===== src/include/rdap_pkg.sv =====
// Package with register map, field layout and constants of the day alarm and prescaler block
package rdap_pkg;
	// Register byte offsets
	localparam logic [11:0] OFF_ALARM_DOW   = 12'h000;
	localparam logic [11:0] OFF_ALARM_DOM   = 12'h004;
	localparam logic [11:0] OFF_PS0_CTL     = 12'h008;
	localparam logic [11:0] OFF_MODE        = 12'h00C;
	localparam logic [11:0] OFF_CAL_NOW     = 12'h010;
	localparam logic [11:0] OFF_IRQ_STATUS  = 12'h014;
	localparam logic [11:0] OFF_IRQ_MASK    = 12'h018;
	localparam logic [11:0] OFF_PS0_COUNT   = 12'h01C;
	// Alarm field layout
	localparam int AE_BIT     = 7;
	localparam int DOW_MSB    = 2;
	localparam int DOM_MSB    = 4;
	localparam int BCD_HI_MSB = 5;
	// Prescaler control field layout
	localparam int SSEL_BIT   = 14;
	localparam int DIV_MSB    = 13;
	localparam int DIV_LSB    = 11;
	localparam int HOLD_BIT   = 8;
	localparam int IP_MSB     = 4;
	localparam int IP_LSB     = 2;
	localparam int IE_BIT     = 1;
	localparam int IFG_BIT    = 0;
	// Mode register layout
	localparam int CAL_MODE_BIT = 0;
	localparam int BCD_BIT      = 1;
	localparam int GHOLD_BIT    = 2;
	// Interrupt status layout
	localparam int ST_PS0_BIT   = 0;
	localparam int ST_ALARM_BIT = 1;
	// Reset values and fixed codes
	localparam logic [15:0] PS0_CTL_RESET = 16'h0100;
	localparam logic [2:0]  CAL_DIV_CODE  = 3'h7;
	localparam logic [2:0]  CAL_DIV_SECOND_CODE = 3'h6;
	localparam logic [7:0]  PS_CNT_RESET  = 8'h00;
endpackage


===== src/core/rdap_sync2.sv =====
// Two flip-flop synchroniser for one level from another clock domain
`timescale 1ns/1ps
module rdap_sync2
(
	// Clock and reset
	input  wire logic pclk,
	input  wire logic presetn,
	// Level in and out
	input  wire logic d,
	output logic      q
);
	logic stage1;

	always_ff @(posedge pclk or negedge presetn)
	begin
		if (!presetn)
		begin
			stage1 <= 1'b0;
			q      <= 1'b0;
		end
		else
		begin
			stage1 <= d;
			q      <= stage1;
		end
	end
endmodule


===== src/core/rdap_top.sv =====
// Day-of-week/day-of-month alarm registers and first prescaler control, APB slave
//
// Behaviour
// - Day-of-week alarm: enable bit 7, day 2-0 (0..6), bits 6-3 read zero.
// - Alarm enable 0 excludes a register from matching, 1 includes it.
// - Binary day-of-month alarm: day in bits 4-0, bits 6-5 read zero.
// - BCD day-of-month alarm: tens in 5-4, units in 3-0, bit 6 zero.
// - Prescaler control bits 15, 10-9 and 7-5 always read zero.
// - Bit 14 selects input: 0 auxiliary clock, 1 sub-main clock; resets 0.
// - Calendar mode ignores source select and always uses the auxiliary clock.
// - Bits 13-11 set divide 2 to 256; field resets to zero.
// - Calendar mode forces first prescaler /256, second prescaler /128.
// - Bit 8 holds the prescaler when 1; resets to 1.
// - Calendar mode ignores own hold; only global hold stops it.
// - Bits 4-2 choose interval tap /2 to /256 setting the flag; reset zero.
// - Bit 1 enables the prescaler interrupt request; resets to 0.
// - Bit 0 flag sets on each interval event; resets 0; software read/write.
// - Calendar mode feeds second prescaler from first prescaler output.
`timescale 1ns/1ps
module rdap_top
(
	// APB
	input  wire logic        pclk,
	input  wire logic        presetn,
	input  wire logic        psel,
	input  wire logic        penable,
	input  wire logic        pwrite,
	input  wire logic [11:0] paddr,
	input  wire logic [31:0] pwdata,
	output logic      [31:0] prdata,
	output logic             pready,
	output logic             pslverr,
	// Clock sources, asynchronous pins
	input  wire logic        aux_clk_in,
	input  wire logic        sub_main_clock_in,
	// Calendar counters, same clock domain
	input  wire logic [2:0]  cal_day_of_week,
	input  wire logic [7:0]  cal_day_of_month,
	input  wire logic        cal_day_tick,
	// Prescaler outputs and interrupts
	output logic             first_prescaler_out,
	output logic             second_prescaler_src_sel,
	output logic [2:0]       second_prescaler_div_force,
	output logic             second_prescaler_force,
	output logic             first_prescaler_irq,
	output logic             alarm_event,
	output logic             irq
);
	// Mode and bus signals
	logic        cal_mode;
	logic        bcd_mode;
	logic        global_clock_hold;
	logic        wr_en;
	logic        rd_en;
	logic        hit;
	// Alarm registers
	logic        dow_enable;
	logic [2:0]  dow_value;
	logic        dom_enable;
	logic [5:0]  dom_value;
	// Prescaler control fields
	logic        first_prescaler_source_select;
	logic [2:0]  first_prescaler_divide;
	logic        first_prescaler_hold;
	logic [2:0]  first_prescaler_interval;
	logic        first_prescaler_irq_enable;
	logic        first_prescaler_irq_flag;
	// Prescaler datapath
	logic        aux_sync;
	logic        smc_sync;
	logic        src_sel;
	logic        src_level;
	logic        src_prev;
	logic        src_edge;
	logic        running;
	logic [7:0]  count;
	logic [7:0]  next_count;
	logic [2:0]  div_eff;
	logic        interval_event;
	// Interrupt block and read views
	logic [1:0]  irq_status;
	logic [1:0]  irq_mask;
	logic        alarm_match;
	logic        alarm_event_now;
	logic [15:0] ctl_view;
	logic [7:0]  dow_view;
	logic [7:0]  dom_view;

	rdap_sync2 u_sync_aux
	(
		.pclk    (pclk),
		.presetn (presetn),
		.d       (aux_clk_in),
		.q       (aux_sync)
	);

	rdap_sync2 u_sync_smc
	(
		.pclk    (pclk),
		.presetn (presetn),
		.d       (sub_main_clock_in),
		.q       (smc_sync)
	);

	assign wr_en = psel && penable && pwrite;
	assign rd_en = psel && !penable && !pwrite;
	// Any offset outside the map is refused with pslverr
	assign hit   = (paddr == rdap_pkg::OFF_ALARM_DOW) || (paddr == rdap_pkg::OFF_ALARM_DOM)
		|| (paddr == rdap_pkg::OFF_PS0_CTL) || (paddr == rdap_pkg::OFF_MODE)
		|| (paddr == rdap_pkg::OFF_CAL_NOW) || (paddr == rdap_pkg::OFF_IRQ_STATUS)
		|| (paddr == rdap_pkg::OFF_IRQ_MASK) || (paddr == rdap_pkg::OFF_PS0_COUNT);

	// Calendar mode overrides source, divide and hold
	assign src_sel = cal_mode ? 1'b0 : first_prescaler_source_select;
	assign src_level = src_sel ? smc_sync : aux_sync;
	assign src_edge  = src_level && !src_prev;
	assign div_eff   = cal_mode ? rdap_pkg::CAL_DIV_CODE : first_prescaler_divide;
	assign running   = cal_mode ? !global_clock_hold : !first_prescaler_hold;
	assign next_count = count + 8'h01;
	// Tap bit toggling 1 to 0 marks one full period of the chosen ratio
	assign interval_event = running && src_edge
		&& count[first_prescaler_interval] && !next_count[first_prescaler_interval];

	// Mode bits live in their own register
	always_ff @(posedge pclk or negedge presetn)
	begin
		if (!presetn)
		begin
			cal_mode          <= 1'b0;
			bcd_mode          <= 1'b0;
			global_clock_hold <= 1'b0;
		end
		else if (wr_en && paddr == rdap_pkg::OFF_MODE)
		begin
			cal_mode          <= pwdata[rdap_pkg::CAL_MODE_BIT];
			bcd_mode          <= pwdata[rdap_pkg::BCD_BIT];
			global_clock_hold <= pwdata[rdap_pkg::GHOLD_BIT];
		end
	end

	// Alarm registers; undefined at power-up, cleared here for determinism
	always_ff @(posedge pclk or negedge presetn)
	begin
		if (!presetn)
		begin
			dow_enable <= 1'b0;
			dow_value  <= 3'h0;
			dom_enable <= 1'b0;
			dom_value  <= 6'h00;
		end
		else if (wr_en)
		begin
			if (paddr == rdap_pkg::OFF_ALARM_DOW)
			begin
				dow_enable <= pwdata[rdap_pkg::AE_BIT];
				dow_value  <= pwdata[rdap_pkg::DOW_MSB:0];
			end
			if (paddr == rdap_pkg::OFF_ALARM_DOM)
			begin
				dom_enable <= pwdata[rdap_pkg::AE_BIT];
				if (bcd_mode)
					dom_value <= pwdata[rdap_pkg::BCD_HI_MSB:0];
				else
					dom_value <= {1'b0, pwdata[rdap_pkg::DOM_MSB:0]};
			end
		end
	end

	// Prescaler control fields
	always_ff @(posedge pclk or negedge presetn)
	begin
		if (!presetn)
		begin
			first_prescaler_source_select <= rdap_pkg::PS0_CTL_RESET[rdap_pkg::SSEL_BIT];
			first_prescaler_divide   <= rdap_pkg::PS0_CTL_RESET[rdap_pkg::DIV_MSB:rdap_pkg::DIV_LSB];
			first_prescaler_hold     <= rdap_pkg::PS0_CTL_RESET[rdap_pkg::HOLD_BIT];
			first_prescaler_interval <= rdap_pkg::PS0_CTL_RESET[rdap_pkg::IP_MSB:rdap_pkg::IP_LSB];
			first_prescaler_irq_enable <= rdap_pkg::PS0_CTL_RESET[rdap_pkg::IE_BIT];
		end
		else if (wr_en && paddr == rdap_pkg::OFF_PS0_CTL)
		begin
			first_prescaler_source_select <= pwdata[rdap_pkg::SSEL_BIT];
			first_prescaler_divide   <= pwdata[rdap_pkg::DIV_MSB:rdap_pkg::DIV_LSB];
			first_prescaler_hold     <= pwdata[rdap_pkg::HOLD_BIT];
			first_prescaler_interval <= pwdata[rdap_pkg::IP_MSB:rdap_pkg::IP_LSB];
			first_prescaler_irq_enable <= pwdata[rdap_pkg::IE_BIT];
		end
	end

	// Flag: hardware set wins over a software write
	always_ff @(posedge pclk or negedge presetn)
	begin
		if (!presetn)
			first_prescaler_irq_flag <= rdap_pkg::PS0_CTL_RESET[rdap_pkg::IFG_BIT];
		else if (interval_event)
			first_prescaler_irq_flag <= 1'b1;
		else if (wr_en && paddr == rdap_pkg::OFF_PS0_CTL)
			first_prescaler_irq_flag <= pwdata[rdap_pkg::IFG_BIT];
	end

	// Prescaler counter; software write of counter allowed
	always_ff @(posedge pclk or negedge presetn)
	begin
		if (!presetn)
		begin
			src_prev <= 1'b0;
			count    <= rdap_pkg::PS_CNT_RESET;
		end
		else
		begin
			src_prev <= src_level;
			if (wr_en && paddr == rdap_pkg::OFF_PS0_COUNT)
				count <= pwdata[7:0];
			else if (running && src_edge)
				count <= next_count;
		end
	end

	// Day alarm compare; a BCD view compares the raw digits
	always_comb
	begin
		alarm_match = (dow_enable || dom_enable)
			&& (!dow_enable || cal_day_of_week == dow_value)
			&& (!dom_enable || cal_day_of_month == {2'b00, dom_value});
	end
	assign alarm_event_now = cal_mode && cal_day_tick && alarm_match;

	// Prescaler output tap, calendar mode forces the top bit
	always_ff @(posedge pclk or negedge presetn)
	begin
		if (!presetn)
			first_prescaler_out <= 1'b0;
		else
			first_prescaler_out <= count[div_eff];
	end

	// Second prescaler source select and force follow calendar mode; divide code resets to 0 and is 6 from the first clock after reset
	always_ff @(posedge pclk or negedge presetn)
	begin
		if (!presetn)
		begin
			second_prescaler_src_sel   <= 1'b0;
			second_prescaler_div_force <= 3'h0;
			second_prescaler_force     <= 1'b0;
		end
		else
		begin
			second_prescaler_src_sel   <= cal_mode;
			second_prescaler_div_force <= rdap_pkg::CAL_DIV_SECOND_CODE;
			second_prescaler_force     <= cal_mode;
		end
	end

	// Prescaler request and alarm pulse, registered for clean pins
	always_ff @(posedge pclk or negedge presetn)
	begin
		if (!presetn)
		begin
			first_prescaler_irq <= 1'b0;
			alarm_event         <= 1'b0;
		end
		else
		begin
			first_prescaler_irq <= first_prescaler_irq_flag && first_prescaler_irq_enable;
			alarm_event         <= alarm_event_now;
		end
	end

	// Level interrupt, one cycle behind status and mask
	always_ff @(posedge pclk or negedge presetn)
	begin
		if (!presetn)
			irq <= 1'b0;
		else
			irq <= |(irq_status & irq_mask);
	end

	// Interrupt mask register
	always_ff @(posedge pclk or negedge presetn)
	begin
		if (!presetn)
			irq_mask <= 2'h0;
		else if (wr_en && paddr == rdap_pkg::OFF_IRQ_MASK)
			irq_mask <= pwdata[rdap_pkg::ST_ALARM_BIT:rdap_pkg::ST_PS0_BIT];
	end

	// Sticky status, write one to clear; an event in the clear cycle is kept
	always_ff @(posedge pclk or negedge presetn)
	begin
		if (!presetn)
			irq_status <= 2'h0;
		else
			irq_status <= (irq_status
				& ~((wr_en && paddr == rdap_pkg::OFF_IRQ_STATUS)
				? pwdata[rdap_pkg::ST_ALARM_BIT:rdap_pkg::ST_PS0_BIT] : 2'h0))
				| {alarm_event_now, interval_event};
	end

	// Read views with zeroed reserved bits
	always_comb
	begin
		dow_view = {dow_enable, 4'h0, dow_value};
		if (bcd_mode)
			dom_view = {dom_enable, 1'b0, dom_value};
		else
			dom_view = {dom_enable, 2'b00, dom_value[rdap_pkg::DOM_MSB:0]};
		ctl_view = {1'b0, first_prescaler_source_select, first_prescaler_divide, 2'b00,
			first_prescaler_hold, 3'h0, first_prescaler_interval,
			first_prescaler_irq_enable, first_prescaler_irq_flag};
	end

	// Zero-wait APB answer; read data registered in setup phase
	// Unmapped offsets answer with an error and read as zero
	always_ff @(posedge pclk or negedge presetn)
	begin
		if (!presetn)
		begin
			prdata  <= 32'h0000_0000;
			pready  <= 1'b0;
			pslverr <= 1'b0;
		end
		else
		begin
			pready  <= psel && !penable;
			pslverr <= psel && !penable && !hit;
			if (rd_en)
			begin
				unique case (paddr)
					rdap_pkg::OFF_ALARM_DOW:  prdata <= {24'h0, dow_view};
					rdap_pkg::OFF_ALARM_DOM:  prdata <= {24'h0, dom_view};
					rdap_pkg::OFF_PS0_CTL:    prdata <= {16'h0, ctl_view};
					rdap_pkg::OFF_MODE:       prdata <= {29'h0, global_clock_hold, bcd_mode, cal_mode};
					rdap_pkg::OFF_CAL_NOW:    prdata <= {21'h0, cal_day_of_week, cal_day_of_month};
					rdap_pkg::OFF_IRQ_STATUS: prdata <= {30'h0, irq_status};
					rdap_pkg::OFF_IRQ_MASK:   prdata <= {30'h0, irq_mask};
					rdap_pkg::OFF_PS0_COUNT:  prdata <= {24'h0, count};
					default:                  prdata <= 32'h0000_0000;
				endcase
			end
		end
	end
endmodule


===== config.mk =====
export PLATFORM = sky130hd
export DESIGN_NAME = rdap_top
export DESIGN_NICKNAME = d
export VERILOG_FILES = /design/src/include/rdap_pkg.sv /design/src/core/rdap_sync2.sv /design/src/core/rdap_top.sv
export SDC_FILE = /design/constraint.sdc
export NUM_CORES = 1
export LEC_CHECK = 0
export BUFFER_PORTS_ARGS = -buffer_cell sky130_fd_sc_hd__buf_2
export CORE_MARGIN = 1.5
export CORE_UTILIZATION = 51
export CTS_CLUSTER_DIAMETER = 30
export CTS_CLUSTER_SIZE = 8
export DETAILED_ROUTE_END_ITERATION = 6
export GPL_ROUTABILITY_DRIVEN = 1
export PLACE_DENSITY = 0.84
export RECOVER_POWER = 100
export SLEW_MARGIN = 10
export SYNTH_ARGS = -nofsm -noshare
export SYNTH_HDL_FRONTEND = slang
export SYNTH_SLANG_ARGS = --single-unit
export TNS_END_PERCENT = 50

===== constraint.sdc =====
create_clock -name pclk -period 2.2 [get_ports pclk]
set_input_delay 0.66 -clock pclk [delete_from_list [all_inputs] [get_ports pclk]]
set_output_delay 0.66 -clock pclk [all_outputs]
set_load 0.05 [all_outputs]

==> metrics.md <==
| Metric | Value |
|---|---|
| Internal power | `2.08 mW` |
| Simple-gate share of the synthesized area | `0.154` |
| Pre-CTS setup slack | `-0.0398 ns` |
| Post-route setup slack | `0.277 ns` |
| GRT Total Usage | `0.235` |
| Synth Area in Compound Gates | `0.125` |
| Flops & latches, synth | `64` |
| Fmax | `520 MHz` |
| Comb power frac | `0.189` |
| RSZ-0062 raised after global routing | `no` |
| Worst skew pair latency | `0.34 ns` |
| Synth cell types | `58` |
| Crit path DAT | `2.15 ns` |
| Port Buffer Count | `68` |
| Crit path kind | `primary input to flop` |
| Largest net degree at the start of global routing | `65` |
| Power share of the sequential group | `0.475` |
| Share of layout cells above drive strength 1 | `0.267` |
| Hold_buf cts | `0` |
| Routed len/inst | `17.0 µm` |
| Sw Ratio | `0.314` |
| First-pass GRT wire length | `12800 µm` |
| Seq. cell area | `0.00160 mm²` |
| Worst hold path class | `flop to flop` |
| Synth area leader | `dfrtp_1` |
| Startpoint Class | `primary input` |
| Vias per cell | `5.58` |
| Pleak | `1.78 nW` |
| P per Cell Area | `784 mW/mm²` |
| Synth Warn # | `0` |
| Io pins | `106` |
| Starting Density | `0.530` |
| Final wirelength | `7730 µm` |
| MaxCap Viol Count | `1` |
| Mux cell area share after synthesis | `0.132` |
| Critical Path RT | `2.42 ns` |
| Worst setup EP type | `flop` |
| Root Driver | `clkbuf_8` |
| Synth top area cells | `dfrtp_1 (47%), mux2_2 (9.0%), buf_4 (4.7%)` |
| Nets | `437` |
| Vias in the first global route | `2515` |
| Drt drc | `0` |
| Cell Area, Synth | `0.00336 mm²` |
| Largest family of logic cells by synthesized area | `simple AND/OR/NAND/NOR gates` |
| DR vias | `2541` |
| Ys flop type | `dfrtp_1` |
| Worst slew pin tran | `1.50 ns` |
| Top-area cell type share of the netlist area | `0.469` |
| DRT Pass-1 Iters | `4` |
| Status | `finished, violations left` |
| DP Cell Count | `439` |
| Seq/Total Area, Yosys | `0.476` |
| NetSw | `956 µW` |
| Minimum clock period | `1.92 ns` |
| Final setup fails | `0` |
| Slew margin rel. | `-0.00245` |
| Adder-cell share of the synthesized area | `0.00372` |
| Area occupied by multi-input gates | `0.00159 mm²` |
| N_diodes | `0` |
| Hold Violations, Final | `0` |
| Final Skew | `0.00909 ns` |
| Die ar. | `0.00709 mm²` |
| H-tree depth | `3` |
| Grt ovf | `0` |
| CTS sink count | `64` |
| Post-CTS Resized | `0` |
| Core Box Area | `0.00635 mm²` |
| GP Congestion | `0.962` |
| Most numerous cell in the Yosys netlist | `dfrtp_1` |
| Synth Area in XOR/XNOR | `0.0417` |
| FFs w/ async S/R, synth | `1.00` |
| Post-Synthesis Cells | `297` |
| Site Rows | `29` |
| Crit-path max FO | `11` |
| DPL Wire Length | `5970 µm` |
| Drt initial violations | `175` |
| Post-synth EDFFs | `0` |
| Clock-pin slew on the worst setup and hold paths | `0.07 ns` |
| Area growth syn-to-layout | `15.2%` |
| Antenna violations before repair | `0` |
| Chip width | `84.2 µm` |
| CTS tree | `done` |
| Synth cell count leaders | `dfrtp_1 (63), mux2_2 (27), nand2_1 (24)` |
| Worst ir drop on vdd | `0.535 mV` |
| Clock power frac | `0.336` |
| Syn avg cell area | `11.3 µm²` |
| Fin cells | `455` |
| Period utilization | `0.874` |
| Post-CTS Setup Bufs | `0` |
| Clock buffer depth | `2` |
| Die Y | `84.2 µm` |
| Failing checks | `max-capacitance violations, max-slew violations` |
| Filler cells | `548` |
| Final antenna-violating net count | `0` |
| Setup tns final | `0 ns` |
| Max Slew Vio Count | `64` |
| Inserted Clock Buffers | `9` |
[worst max-delay path, stage by stage]
cell      delay (ns)
clkbuf_1        0.10
nor4_4          0.40
nand4_4         0.23
nor2_1          0.24
buf_12          0.17
mux2_2          0.34
[layout by cell type, fill, tap and decap left out, types with 2 or more instances in the layout]
master     n
clkbuf_8  11
nand3_1    8
o21ai_0   15
nand2_1   24
a21o_1     2
a221oi_1   5
mux2i_1    7
xnor2_1    7
inv_1      2
nand3b_1   2
dfrtp_1   63
xor2_1     9
and2_1     2
mux4_2     3
and2b_1    2
clkbuf_1  32
nand4_1    5
a22oi_1    4
nor4b_1    2
nor3_1     6
o31ai_1    2
nand2b_1   6
nor2_1    12
clkbuf_2   2
mux2_2    27
conb_1    19
and3_1     2
a21oi_1    6
nor2b_1    5
a22o_1    13
buf_2     40
buf_4      3
and2_0     2
[final timing paths]
check                                       start                         to  slack (ns)  cells after the start
min in group asynchronous                 presetn          u_sync_smc.stage1        0.77                      2
max in group asynchronous                 presetn                  prdata[6]        0.53                      2
worst min register to register  u_sync_smc.stage1               u_sync_smc.q        0.35                      0
worst min-delay path            u_sync_smc.stage1               u_sync_smc.q        0.35                      0
worst max-delay path                     paddr[9]  first_prescaler_divide[2]        0.28                      6
worst max register to register           count[0]   first_prescaler_irq_flag        0.43                      6
[sequential cells by signal, indices dropped and copies added, names as in the netlist, 2 cells and up]
register,count
dom_value,6
irq_status,2
first_prescaler_divide,3
prdata,15
count,8
dow_value,3
first_prescaler_interval,3
irq_mask,2
[power groups by stage]
stage	clock, mW	combinational, mW	sequential (mW)
detailed placement	0	0.583	1.46
finish	1.02	0.576	1.44
CTS	1.03	0.586	1.44
floorplan	0	0.450	1.42
global placement	0	0.569	1.46
global route	1.08	0.640	1.46
[cell type report]
| cell class | instances | area share |
|---|---|---|
| Sequential cell | 64 | 0.414 |
| Multi-Input combinational cell | 218 | 0.410 |
| Timing Repair Buffer | 77 | 0.0962 |
| Clock buffer | 13 | 0.0410 |
| Tap cell | 77 | 0.0249 |
| Clock inverter | 3 | 0.0110 |
| Inverter | 3 | 0.00291 |
[cell families (layout without fill, tap and decap cells)]
kind of cell	Yosys count	after routing
fa+ha+maj	1	1
other cells	2	19
simple gates	87	87
flops	64	64
buf+inv	32	96
compound gates	58	58
mux	37	37
xor+xnor	16	16
[per-stage QoR]
step           total power [mW]   util  area, µm²  hold WS, ns
2_1_floorplan              1.87      -       3430        0.331
3_3_place_gp               2.02  0.591       3750        0.333
3_5_place_dp               2.04  0.591       3750        0.335
4_1_cts                    3.05  0.622       3950        0.330
5_1_grt                    3.18  0.610       3870        0.359
6_report                   3.04  0.610       3870        0.349
[per-layer routing]
layer / routed length (µm) / global-route usage
met1: 3340 / 0.320
met4: 149 / 0.0969
met5: 0 / 0
met2: 3790 / 0.376
met3: 447 / 0.0413
No activity file was read; power rests on OpenSTA's default activity.
